==> config.mk <==
export PLATFORM = sky130hd
export DESIGN_NAME = supervisor_io
export DESIGN_NICKNAME = d
export VERILOG_FILES = /design/src/supervisor_io_pkg.sv /design/src/glitch_filter.sv /design/src/tick_divider.sv /design/src/supervisor_io.sv
export SDC_FILE = /design/constraint.sdc
export NUM_CORES = 2
export LEC_CHECK = 0
export BUFFER_PORTS_ARGS = -buffer_cell sky130_fd_sc_hd__buf_2
export CORE_UTILIZATION = 50
export CTS_CLUSTER_SIZE = 10
export DETAILED_ROUTE_END_ITERATION = 12
export PLACE_DENSITY_LB_ADDON = 0.08
export SLEW_MARGIN = 20
export SYNTH_ARGS = -nofsm -noshare
export SYNTH_HDL_FRONTEND = slang
export SYNTH_HIERARCHICAL = 1
export SYNTH_SLANG_ARGS = --single-unit
export TNS_END_PERCENT = 100
==> constraint.sdc <==
create_clock -name clk_sys_in -period 7.54 [get_ports clk_sys_in]
set_input_delay 1.131 -clock clk_sys_in [delete_from_list [all_inputs] [get_ports clk_sys_in]]
set_output_delay 1.131 -clock clk_sys_in [all_outputs]
set_load 0.03 [all_outputs]
==> src/supervisor_io_pkg.sv <==
// Purpose: Shared constants, register map and carrier types for the supervisor I/O conditioning block
// Assumes: 125 MHz system clock, 32-bit AHB-Lite register bus
// Notes:   Every register word resets to zero; zero means weak pull-down on every output
package supervisor_io_pkg;

  ////////////////////////////////////////////////////////////////////////////////
  // Timing
  localparam int unsigned CLK_HZ        = 125_000_000;
  localparam int unsigned CYC_PER_US    = CLK_HZ / 1_000_000;
  localparam int unsigned FILT_MAX_US   = 100;
  localparam int unsigned FILT_MAX_CYC  = FILT_MAX_US * CYC_PER_US;
  localparam int unsigned TICK_HZ       = 100_000;
  localparam int unsigned TICK_HALF_CYC = CLK_HZ / (2 * TICK_HZ);
  localparam int unsigned TIME_W        = 14;

  ////////////////////////////////////////////////////////////////////////////////
  // Sizes
  localparam int unsigned N_DED  = 5;
  localparam int unsigned N_DUAL = 5;
  localparam int unsigned N_DET  = N_DED + N_DUAL;
  localparam int unsigned N_OUT  = 10;
  localparam int unsigned N_PUMP = 6;

  ////////////////////////////////////////////////////////////////////////////////
  // Register map (byte addresses)
  localparam logic [7:0]  DET_BASE    = 8'h00;
  localparam logic [7:0]  DIN_BASE    = 8'h40;
  localparam logic [7:0]  OUT_BASE    = 8'h60;
  localparam logic [7:0]  STATUS_ADDR = 8'h90;
  localparam logic [31:0] CFG_RESET   = 32'h0000_0000;
  localparam logic [31:0] DET_MASK    = 32'h7f7f_ffff;
  localparam logic [31:0] DIN_MASK    = 32'h007f_7f07;
  localparam logic [31:0] OUT_MASK    = 32'h0000_0077;

  // Detector word fields
  localparam int unsigned DET_UV_LSB   = 0;
  localparam int unsigned DET_OV_LSB   = 8;
  localparam int unsigned DET_HYST_LSB = 16;
  localparam int unsigned DET_KIND_LSB = 21;
  localparam int unsigned DET_FILT_LSB = 24;
  // Digital input word fields
  localparam int unsigned DIN_DIG_BIT   = 0;
  localparam int unsigned DIN_EDGE_BIT  = 1;
  localparam int unsigned DIN_PD_BIT    = 2;
  localparam int unsigned DIN_FILT_LSB  = 8;
  localparam int unsigned DIN_PULSE_LSB = 16;
  // Output word fields
  localparam int unsigned OUT_SRC_LSB  = 0;
  localparam int unsigned OUT_BIT_BIT  = 2;
  localparam int unsigned OUT_MODE_LSB = 4;
  // Status word fields
  localparam int unsigned ST_FAULT_LSB = 0;
  localparam int unsigned ST_WARN_LSB  = 10;
  localparam int unsigned ST_DIN_LSB   = 15;
  localparam int unsigned ST_LIVE_BIT  = 20;

  localparam logic [1:0] HTRANS_NONSEQ = 2'h2;

  ////////////////////////////////////////////////////////////////////////////////
  // Types
  typedef enum logic [1:0] {KIND_UV, KIND_OV, KIND_WINDOW, KIND_OFF} fault_kind_e;
  typedef enum logic [1:0] {SRC_ENGINE, SRC_BUS, SRC_CLOCK, SRC_NONE} out_src_e;
  typedef enum logic [2:0] {
    MODE_WEAK_PD, MODE_OPEN_DRAIN, MODE_PU_WEAK_VDD, MODE_PU_STRONG_VDD,
    MODE_PU_WEAK_SUPPLY, MODE_PU_STRONG_SUPPLY, MODE_STRONG_PD, MODE_CHARGE_PUMP
  } drive_mode_e;

  typedef struct packed {
    logic [1:0] kind;
    logic [4:0] hyst;
    logic [7:0] ov_code;
    logic [7:0] uv_code;
  } det_cfg_s;

  typedef struct packed {
    drive_mode_e mode;
    logic        data;
  } out_pin_s;

endpackage

==> src/glitch_filter.sv <==
// Purpose: Programmable time-domain glitch filter for one level
// Assumes: Input already synchronised to clk_sys_in
// Notes:   Zero timeout is a straight combinational pass
`timescale 1ns/1ps
`default_nettype none
module glitch_filter
  import supervisor_io_pkg::*;
(
  input  wire logic              clk_sys_in,
  input  wire logic              reset_n_in,
  input  wire logic              level_in,
  input  wire logic [TIME_W-1:0] timeout_in,
  output logic                   level_out
);

  logic [TIME_W-1:0] cnt_q;
  logic              held_q;
  logic [TIME_W:0]   next_cnt;

  assign next_cnt = {1'b0, cnt_q} + {{TIME_W{1'b0}}, 1'b1};

  // A differing level must persist a full timeout before it is taken
  always_ff @(posedge clk_sys_in or negedge reset_n_in) begin
    if (!reset_n_in) begin
      cnt_q  <= '0;
      held_q <= 1'b0;
    end else if (level_in == held_q || timeout_in == '0) begin
      cnt_q  <= '0;
      held_q <= level_in;
    end else if (next_cnt >= {1'b0, timeout_in}) begin
      cnt_q  <= '0;
      held_q <= level_in; // RULE2
    end else begin
      cnt_q <= next_cnt[TIME_W-1:0]; // RULE1
    end
  end

  assign level_out = (timeout_in == '0) ? level_in : held_q; // RULE20
endmodule // glitch_filter
`default_nettype wire

==> src/tick_divider.sv <==
// Purpose: Free-running square wave derived from the system clock
// Assumes: HALF_CYC is the number of system cycles per half period
// Notes:   Output comes straight from a flip-flop, so it is glitch free
`timescale 1ns/1ps
`default_nettype none
module tick_divider
  import supervisor_io_pkg::*;
#(
  parameter int unsigned HALF_CYC = TICK_HALF_CYC
) (
  input  wire logic clk_sys_in,
  input  wire logic reset_n_in,
  output logic      tick_out
);

  localparam int unsigned CW = $clog2(HALF_CYC + 1);
  localparam logic [CW-1:0] LAST = CW'(HALF_CYC - 1);

  logic [CW-1:0] cnt_q;

  always_ff @(posedge clk_sys_in or negedge reset_n_in) begin
    if (!reset_n_in) begin
      cnt_q    <= '0;
      tick_out <= 1'b0;
    end else if (cnt_q == LAST) begin
      cnt_q    <= '0;
      tick_out <= ~tick_out; // RULE13
    end else begin
      cnt_q <= cnt_q + CW'(1);
    end
  end
endmodule // tick_divider
`default_nettype wire

==> src/supervisor_io.sv <==
// Purpose: Input conditioning and output data selection for the supervisor
// Assumes: Comparator and pin inputs are asynchronous; engine and loader are on clk_sys_in
// Notes:   Registers reached over AHB-Lite; the loader writes the same map at power-up
`timescale 1ns/1ps
`default_nettype none
// How it works
// RULE1: Filter hides any pulse shorter than its programmed timeout.
// RULE2: Longer pulses pass, delayed by exactly the timeout.
// RULE3: Timeout programmable from zero to 100 us, after comparator hysteresis.
// RULE4: Each of five dual inputs is either a detector or a logic input.
// RULE5: Digital-mode pin frees its detector onto supply inputs one to four, or high input.
// RULE6: Secondary detector shares primary range and reports warnings, not faults.
// RULE7: Warnings readable in status and ORed into one engine warning.
// RULE8: Digital inputs choose level or edge; level mode is a buffered copy.
// RULE9: Edge mode emits one pulse per transition, width zero to 100 us.
// RULE10: Digital inputs have the same glitch filter as detectors.
// RULE11: Each digital pin has a selectable weak pull-down.
// RULE12: Each output picks engine, bus bit or internal clock as data.
// RULE13: Internal 100 kHz clock available to any output.
// RULE14: Drive modes selectable; charge pump only on the first six outputs.
// RULE15: Unprogrammed configuration is all zero; outputs weakly pulled low.
// RULE16: Outputs follow configuration only after supply good and load latched.
// RULE17: Software should give first supply input a nonzero filter when scanning.
// RULE18: Detectors flag under, over or out-of-window against 8-bit codes.
// RULE19: Hysteresis is a 5-bit code, maximum 31, applied once out of tolerance.
// RULE20: Zero timeout passes the level straight through.
module supervisor_io
  import supervisor_io_pkg::*;
#(
  parameter int unsigned CYC_PER_US_P   = CYC_PER_US,
  parameter int unsigned FILT_MAX_CYC_P = FILT_MAX_CYC,
  parameter int unsigned TICK_HALF_P    = TICK_HALF_CYC
) (
  input  wire logic        clk_sys_in,
  input  wire logic        reset_n_in,
  // AHB-Lite slave
  input  wire logic        hsel_in,
  input  wire logic [31:0] haddr_in,
  input  wire logic [1:0]  htrans_in,
  input  wire logic        hwrite_in,
  input  wire logic [2:0]  hsize_in,
  input  wire logic        hready_in,
  input  wire logic [31:0] hwdata_in,
  output logic [31:0]      hrdata_out,
  output logic             hreadyout_out,
  output logic             hresp_out,
  // Configuration loader
  input  wire logic        load_wr_in,
  input  wire logic [7:0]  load_addr_in,
  input  wire logic [31:0] load_data_in,
  input  wire logic        load_done_in,
  input  wire logic        supply_good_in,
  // Analog front end
  input  wire logic [N_DET-1:0]  uv_cmp_in,
  input  wire logic [N_DET-1:0]  ov_cmp_in,
  input  wire logic [N_DUAL-1:0] dual_function_input_in,
  output det_cfg_s [N_DET-1:0]   det_cfg_out,
  output logic [N_DUAL-1:0]      dual_digital_out,
  output logic [N_DUAL-1:0]      pulldown_en_out,
  // Sequencing engine
  input  wire logic [N_OUT-1:0]  engine_data_in,
  output logic [N_DET-1:0]       engine_inputs_out,
  output logic                   warning_out,
  // Programmable outputs
  output out_pin_s [N_OUT-1:0]   programmable_output_out
);

  ////////////////////////////////////////////////////////////////////////////////
  // Configuration storage
  logic [31:0] det_q [N_DET];
  logic [31:0] din_q [N_DUAL];
  logic [31:0] out_q [N_OUT];
  logic        live_q;
  logic        wr_en;
  logic [7:0]  wr_addr;
  logic [31:0] wr_data;
  logic        ap_wr_q;
  logic [7:0]  ap_addr_q;
  logic [31:0] rd_word;
  logic [31:0] status_word;

  function automatic logic [7:0] word_addr(input logic [7:0] base, input int unsigned idx);
    word_addr = base + 8'(idx * 4);
  endfunction

  // Microsecond code to cycles, clamped at the longest filter
  function automatic logic [TIME_W-1:0] us_to_cyc(input logic [6:0] code);
    logic [TIME_W+7:0] cyc;
    cyc = (TIME_W+8)'(code) * (TIME_W+8)'(CYC_PER_US_P);
    if (cyc > (TIME_W+8)'(FILT_MAX_CYC_P)) begin
      cyc = (TIME_W+8)'(FILT_MAX_CYC_P); // RULE3
    end
    us_to_cyc = cyc[TIME_W-1:0];
  endfunction

  // The loader wins a collision with the bus; bus writes during loading are not expected
  assign wr_en   = load_wr_in | ap_wr_q;
  assign wr_addr = load_wr_in ? load_addr_in : ap_addr_q;
  assign wr_data = load_wr_in ? load_data_in : hwdata_in;

  always_ff @(posedge clk_sys_in or negedge reset_n_in) begin
    if (!reset_n_in) begin
      for (int i = 0; i < N_DET; i++) det_q[i] <= CFG_RESET; // RULE15
      for (int i = 0; i < N_DUAL; i++) din_q[i] <= CFG_RESET;
      for (int i = 0; i < N_OUT; i++) out_q[i] <= CFG_RESET;
    end else if (wr_en) begin
      for (int i = 0; i < N_DET; i++) begin
        if (wr_addr == word_addr(DET_BASE, i)) det_q[i] <= wr_data & DET_MASK;
      end
      for (int i = 0; i < N_DUAL; i++) begin
        if (wr_addr == word_addr(DIN_BASE, i)) din_q[i] <= wr_data & DIN_MASK;
      end
      for (int i = 0; i < N_OUT; i++) begin
        if (wr_addr == word_addr(OUT_BASE, i)) out_q[i] <= wr_data & OUT_MASK;
      end
    end
  end

  ////////////////////////////////////////////////////////////////////////////////
  // AHB-Lite slave: zero wait states, read data registered in the address phase
  always_comb begin
    rd_word = 32'h0000_0000;
    for (int i = 0; i < N_DET; i++) begin
      if (haddr_in[7:0] == word_addr(DET_BASE, i)) rd_word = det_q[i];
    end
    for (int i = 0; i < N_DUAL; i++) begin
      if (haddr_in[7:0] == word_addr(DIN_BASE, i)) rd_word = din_q[i];
    end
    for (int i = 0; i < N_OUT; i++) begin
      if (haddr_in[7:0] == word_addr(OUT_BASE, i)) rd_word = out_q[i];
    end
    if (haddr_in[7:0] == STATUS_ADDR) rd_word = status_word;
    if (haddr_in[31:8] != 24'h00_0000) rd_word = 32'h0000_0000;
  end

  always_ff @(posedge clk_sys_in or negedge reset_n_in) begin
    if (!reset_n_in) begin
      ap_wr_q    <= 1'b0;
      ap_addr_q  <= 8'h00;
      hrdata_out <= 32'h0000_0000;
    end else if (hready_in) begin
      ap_wr_q   <= hsel_in && htrans_in == HTRANS_NONSEQ && hwrite_in && haddr_in[31:8] == 24'h00_0000;
      ap_addr_q <= haddr_in[7:0];
      if (hsel_in && htrans_in == HTRANS_NONSEQ && !hwrite_in) begin
        hrdata_out <= rd_word;
      end
    end
  end

  assign hreadyout_out = 1'b1;
  assign hresp_out     = 1'b0;

  ////////////////////////////////////////////////////////////////////////////////
  // Synchronisers for comparator, pin and supply inputs
  localparam int unsigned SYNC_W = 2 * N_DET + N_DUAL + 1;
  logic [SYNC_W-1:0] sync1_q;
  logic [SYNC_W-1:0] sync2_q;
  logic [N_DET-1:0]  uv_s;
  logic [N_DET-1:0]  ov_s;
  logic [N_DUAL-1:0] pin_s;
  logic              supply_s;

  always_ff @(posedge clk_sys_in or negedge reset_n_in) begin
    if (!reset_n_in) begin
      sync1_q <= '0;
      sync2_q <= '0;
    end else begin
      sync1_q <= {supply_good_in, dual_function_input_in, ov_cmp_in, uv_cmp_in};
      sync2_q <= sync1_q;
    end
  end

  assign {supply_s, pin_s, ov_s, uv_s} = sync2_q;

  ////////////////////////////////////////////////////////////////////////////////
  // Supply fault detectors
  logic [N_DET-1:0] raw_fault;
  logic [N_DET-1:0] filt_fault;
  logic [N_DUAL-1:0] dig_sel;

  for (genvar i = 0; i < N_DUAL; i++) begin : g_sel
    assign dig_sel[i] = din_q[i][DIN_DIG_BIT]; // RULE4
  end

  for (genvar i = 0; i < N_DET; i++) begin : g_det
    fault_kind_e kind;
    assign kind = fault_kind_e'(det_q[i][DET_KIND_LSB +: 2]);
    always_comb begin
      case (kind)
        KIND_UV:     raw_fault[i] = uv_s[i]; // RULE18
        KIND_OV:     raw_fault[i] = ov_s[i];
        KIND_WINDOW: raw_fault[i] = uv_s[i] | ov_s[i];
        default:     raw_fault[i] = 1'b0;
      endcase
    end
    // Threshold and hysteresis codes go to the comparators; hysteresis is applied there
    assign det_cfg_out[i] = {det_q[i][DET_KIND_LSB +: 2], det_q[i][DET_HYST_LSB +: 5],
                             det_q[i][DET_OV_LSB +: 8], det_q[i][DET_UV_LSB +: 8]}; // RULE19
    glitch_filter u_filt (
      .clk_sys_in (clk_sys_in),
      .reset_n_in (reset_n_in),
      .level_in   (raw_fault[i]),
      .timeout_in (us_to_cyc(det_q[i][DET_FILT_LSB +: 7])), // RULE3
      .level_out  (filt_fault[i])
    );
  end

  // The analog side reroutes a digital-mode pin's detector to its dedicated supply input
  assign dual_digital_out = dig_sel; // RULE5

  ////////////////////////////////////////////////////////////////////////////////
  // Digital input blocks
  logic [N_DUAL-1:0] din_filt;
  logic [N_DUAL-1:0] din_prev_q;
  logic [N_DUAL-1:0] din_val;
  logic [TIME_W-1:0] pulse_q [N_DUAL];

  for (genvar i = 0; i < N_DUAL; i++) begin : g_din
    logic [TIME_W-1:0] width;
    assign width = us_to_cyc(din_q[i][DIN_PULSE_LSB +: 7]);
    glitch_filter u_filt (
      .clk_sys_in (clk_sys_in),
      .reset_n_in (reset_n_in),
      .level_in   (pin_s[i]),
      .timeout_in (us_to_cyc(din_q[i][DIN_FILT_LSB +: 7])), // RULE10
      .level_out  (din_filt[i])
    );
    // A zero width still yields one clock of pulse so the edge is never lost
    always_ff @(posedge clk_sys_in or negedge reset_n_in) begin
      if (!reset_n_in) begin
        din_prev_q[i] <= 1'b0;
        pulse_q[i]    <= '0;
      end else begin
        din_prev_q[i] <= din_filt[i];
        if (din_filt[i] != din_prev_q[i]) begin
          pulse_q[i] <= (width == '0) ? TIME_W'(1) : width; // RULE9
        end else if (pulse_q[i] != '0) begin
          pulse_q[i] <= pulse_q[i] - TIME_W'(1);
        end
      end
    end
    assign din_val[i] = din_q[i][DIN_EDGE_BIT] ? (pulse_q[i] != '0) : din_filt[i]; // RULE8
    assign pulldown_en_out[i] = dig_sel[i] & din_q[i][DIN_PD_BIT]; // RULE11
  end

  ////////////////////////////////////////////////////////////////////////////////
  // Engine inputs and warnings
  logic [N_DUAL-1:0] warn_q;

  always_ff @(posedge clk_sys_in or negedge reset_n_in) begin
    if (!reset_n_in) begin
      engine_inputs_out <= '0;
      warn_q            <= '0;
      warning_out       <= 1'b0;
    end else begin
      engine_inputs_out[N_DED-1:0] <= filt_fault[N_DED-1:0];
      for (int i = 0; i < N_DUAL; i++) begin
        engine_inputs_out[N_DED+i] <= dig_sel[i] ? din_val[i] : filt_fault[N_DED+i]; // RULE4
        warn_q[i] <= dig_sel[i] & filt_fault[N_DED+i]; // RULE6
      end
      warning_out <= |(dig_sel & filt_fault[N_DET-1:N_DED]); // RULE7
    end
  end

  assign status_word = {11'h000, live_q, din_val, warn_q, filt_fault}; // RULE7

  ////////////////////////////////////////////////////////////////////////////////
  // Outputs
  logic tick;

  tick_divider #(.HALF_CYC(TICK_HALF_P)) u_tick (
    .clk_sys_in (clk_sys_in),
    .reset_n_in (reset_n_in),
    .tick_out   (tick)
  );

  // Drops back to weak pull-down whenever the supply falls below the good level
  always_ff @(posedge clk_sys_in or negedge reset_n_in) begin
    if (!reset_n_in) begin
      live_q <= 1'b0;
    end else if (!supply_s) begin
      live_q <= 1'b0;
    end else if (load_done_in) begin
      live_q <= 1'b1; // RULE16
    end
  end

  for (genvar i = 0; i < N_OUT; i++) begin : g_out
    out_src_e    src;
    drive_mode_e mode;
    logic        data;
    assign src  = out_src_e'(out_q[i][OUT_SRC_LSB +: 2]);
    assign mode = drive_mode_e'(out_q[i][OUT_MODE_LSB +: 3]);
    always_comb begin
      case (src)
        SRC_ENGINE: data = engine_data_in[i]; // RULE12
        SRC_BUS:    data = out_q[i][OUT_BIT_BIT];
        SRC_CLOCK:  data = tick; // RULE13
        default:    data = 1'b0;
      endcase
    end
    always_ff @(posedge clk_sys_in or negedge reset_n_in) begin
      if (!reset_n_in) begin
        programmable_output_out[i] <= '{mode: MODE_WEAK_PD, data: 1'b0}; // RULE15
      end else if (!live_q) begin
        programmable_output_out[i] <= '{mode: MODE_WEAK_PD, data: 1'b0}; // RULE16
      end else if (mode == MODE_CHARGE_PUMP && i >= N_PUMP) begin
        programmable_output_out[i] <= '{mode: MODE_WEAK_PD, data: data}; // RULE14
      end else begin
        programmable_output_out[i] <= '{mode: mode, data: data}; // RULE14
      end
    end
  end
endmodule // supervisor_io
`default_nettype wire

==> results_dict.tcl <==
set metrics [dict create \
    cp_max_fo 8 \
    ys_ff_latch 904 \
    report.final.slew_viol_count 0 \
    drt_pass1_iterations 6 \
    cts.clk_slew.worst_paths_ns 0.06 \
    routabilityCongestion 0.953 \
    synthArstFlopShare_pct 100 \
    drt-initial-drc-count 4970 \
    io_pins 477 \
    r2r_setup_slack_ns 0.63 \
    antenna_found_initial 29 \
    syn_area_mm2 0.0751 \
    fillers 13500 \
    hold_violations 0 \
    wl_met2_mm 103 \
    worst_pin_slew_ns 1.18 \
    cts_buffer_depth 3 \
    groute.usage.overall_pct 31.5 \
    wl_per_cell_um 23.2 \
    synth_top_cells_by_area "dfrtp_1 30%, ha_1 16%, fa_1 9.6%, a21oi_1 4.4%, inv_1 4.4%" \
    vias 59800 \
    cp-end-kind "flop" \
    power.leakage_uw 0.0420 \
    die-area_mm2 0.152 \
    ctsHoldBuffers 0 \
    initial_core_util_pct 50.6 \
    r2r_start "det_q[154]" \
    met1_length_mm 105 \
    avgSynthCellArea_um2 9.36 \
    netlist.area_leader.share_pct 30.1 \
    grt-ovfl-total 0 \
    critPathMostFrequentCell "fa_1" \
    final_nets 9696 \
    grt_max_degree 164 \
    multi_input_area_mm2 0.0469 \
    yosysSeqAreaShare_pct 30.1 \
    worstPathArrival_ns 7.52 \
    yosysTopAreaCell "dfrtp_1" \
    die_w_um 390 \
    path_cells "fa_1, fa_1, inv_1, fa_1, inv_1, fa_1, ha_1, o21ai_0, nand2b_1, and4_1, a211oi_1, nor3_1, a41o_1, o31a_1, or2_2, nor4_1, nand4_1, mux2_2, and2_1, or2_2, or4_1" \
    synth_edf_count 0 \
    cp_num_buf_inv 2 \
    cts_root_buf "clkbuf_16" \
    tns_ns 0 \
    routed_wl_mm 239 \
    seq_power_share_pct 25.9 \
    grt_pass1_wl_mm 362 \
    cp-start-kind "flop" \
    seq_area_mm2 0.0226 \
    clkLatencyLatePin_ns 0.78 \
    top_layer "met5" \
    ys_types 96 \
    cts-htree-levels 3 \
    power_density_mw_per_mm2 308 \
    design_area_mm2 0.0821 \
    fin_cells 10300 \
    yosys_warnings 6 \
    fin_worst_skew_ns 0.0488 \
    p_total_uw 25300 \
    cts_made_buffers 111 \
    cp_top_family "adder cells" \
    drc 0 \
    dpl_cell_area_mm2 0.0786 \
    core_area_mm2 0.148 \
    min_period_ns 6.91 \
    swShare_pct 44.5 \
    grt_pass1_vias 58300 \
    slowest_delay_ns 0.58 \
    wl_met3_mm 20.3 \
    synthToLayoutAreaGrowth_pct 9.23 \
    cts_tree "yes" \
    portBuffers 465 \
    switchingPower_uw 11300 \
    rsz0062_at_grt "no" \
    setup_viol 0 \
    fmax_mhz 145 \
    worstHoldPathType "reg2reg" \
    hp-start "sync1_q[12]" \
    synthCells 8027 \
    dp_hpwl_mm 186 \
    cpMaxStageDelayCell "dfrtp_1" \
    via_per_inst 5.80 \
    ant_nets 0 \
    post-route-period-util_pct 91.7 \
    p_comb_share_pct 53.7 \
    row_count 141 \
    die_h_um 390 \
    ys.flop_type "dfrtp_1" \
    max-vdd-ir-drop_mv 0.205 \
    worstSetupPathType "reg2reg" \
    drive_gt1_share_pct 13.0 \
    maxCapViolCount 0 \
    status "complete, no violations" \
    p_clk_share_pct 20.4 \
    cp_data_required_time_ns 8.15 \
    p_int_uw 14000 \
    fin_hold_ws_ns 0.345 \
    worstSetupStartpoint "det_q[154]" \
    dp.cells 10100 \
    cts_sinks 904 \
    slew_headroom_pct 19.6 \
]
-- metrics by stage --
step / setup slack [ns] / utilization, %
floorplan: 1.14 / -
global placement: 0.327 / 52.9
detailed placement: 0.405 / 53.0
CTS: 0.352 / 55.2
global route: 0.0618 / 55.3
finish: 0.625 / 55.3
-- synthesized netlist by cell type, drive strengths merged (190+ instances only) --
cell type / number
a21oi: 667
buf: 278
clkbuf: 190
dfrtp: 904
fa: 360
ha: 932
inv: 877
nand2: 343
nand3: 224
nor2: 760
nor2b: 202
o21ai: 329
xnor2: 290
-- worst paths after layout --
path,endpoint,cells after the start
max in group asynchronous,pulse_q[47],3
worst max register to register,warning_out,21
worst max-delay path,warning_out,21
min in group asynchronous,g_det[4].u_filt/cnt_q[8],1
worst min register to register,sync2_q[12],0
worst min-delay path,sync2_q[12],0
-- cell families after synthesis --
kind of cell               Yosys count  synth area share [%]
AOI/OAI and AO/OA                 1631                  13.6
DFF                                904                  30.1
muxes                              122                  2.04
and+or+nand+nor                   2257                  15.5
xor gates and xnor gates           472                  5.52
adders and majority gates         1292                  25.1
buffers and inverters             1347                  8.11
other                                2                0.0100
-- power groups by stage --
stage / clock, µW / combinational (µW) / sequential [µW]
floorplan: 0 / 10500 / 6320
global placement: 0 / 13200 / 6590
detailed placement: 0 / 13400 / 6620
CTS: 5260 / 13600 / 6540
global route: 5450 / 15400 / 6660
finish: 5170 / 13600 / 6560
-- flip-flops by register name (all words and copies together), names as in the netlist, 5 cells and up --
| register | flops |
|---|---|
| det_cfg_out | 230 |
| g_det.u_filt/cnt_q | 140 |
| din_q | 80 |
| det_q | 70 |
| g_din.u_filt/cnt_q | 70 |
| pulse_q | 70 |
| programmable_output_out | 40 |
| g_out.mode | 30 |
| hrdata_out | 30 |
| sync1_q | 26 |
| sync2_q | 26 |
| g_out.src | 20 |
| engine_inputs_out | 10 |
| g_det.u_filt/held_q | 10 |
| out_q | 10 |
| u_tick/cnt_q | 10 |
| ap_addr_q | 8 |
| din_prev_q | 5 |
| dual_digital_out | 5 |
| g_din.u_filt/held_q | 5 |
| warn_q | 5 |
-- final cells by class --
cell class,instances,share of cell area (%)
antenna,9,0.0274
clock buffer,139,3.65
clock inverter,29,0.494
inverter,879,4.02
multi-input combinational,5778,57.2
sequential,904,27.6
tap,2002,3.05
timing repair buffer,578,4.03
-- metal layers --
metal	vias up	global-route usage, %
met2	2088	47.3
met1	29400	43.5
met3	454	6.82
met4	22	13.7
met5	-	0
li1	27900	-
-- cells in the final DEF, fill, tap and decap left out, types with 209 or more instances in the layout --
master	count
fa_1	360
nor2_1	745
inv_1	877
ha_1	932
buf_2	461
dfrtp_1	903
nand3_1	209
nand2_1	342
a21oi_1	667
xnor2_1	289
o21ai_0	326
-- what timing repair did --
| action | 4_1_cts | 5_1_grt |
|---|---|---|
| gates resized for setup | 0 | 2 |
| buffers inserted | 0 | 0 |
| endpoints found under the setup margin | 0 | 12 |
Note: power is estimated with default switching activity, not from simulation.
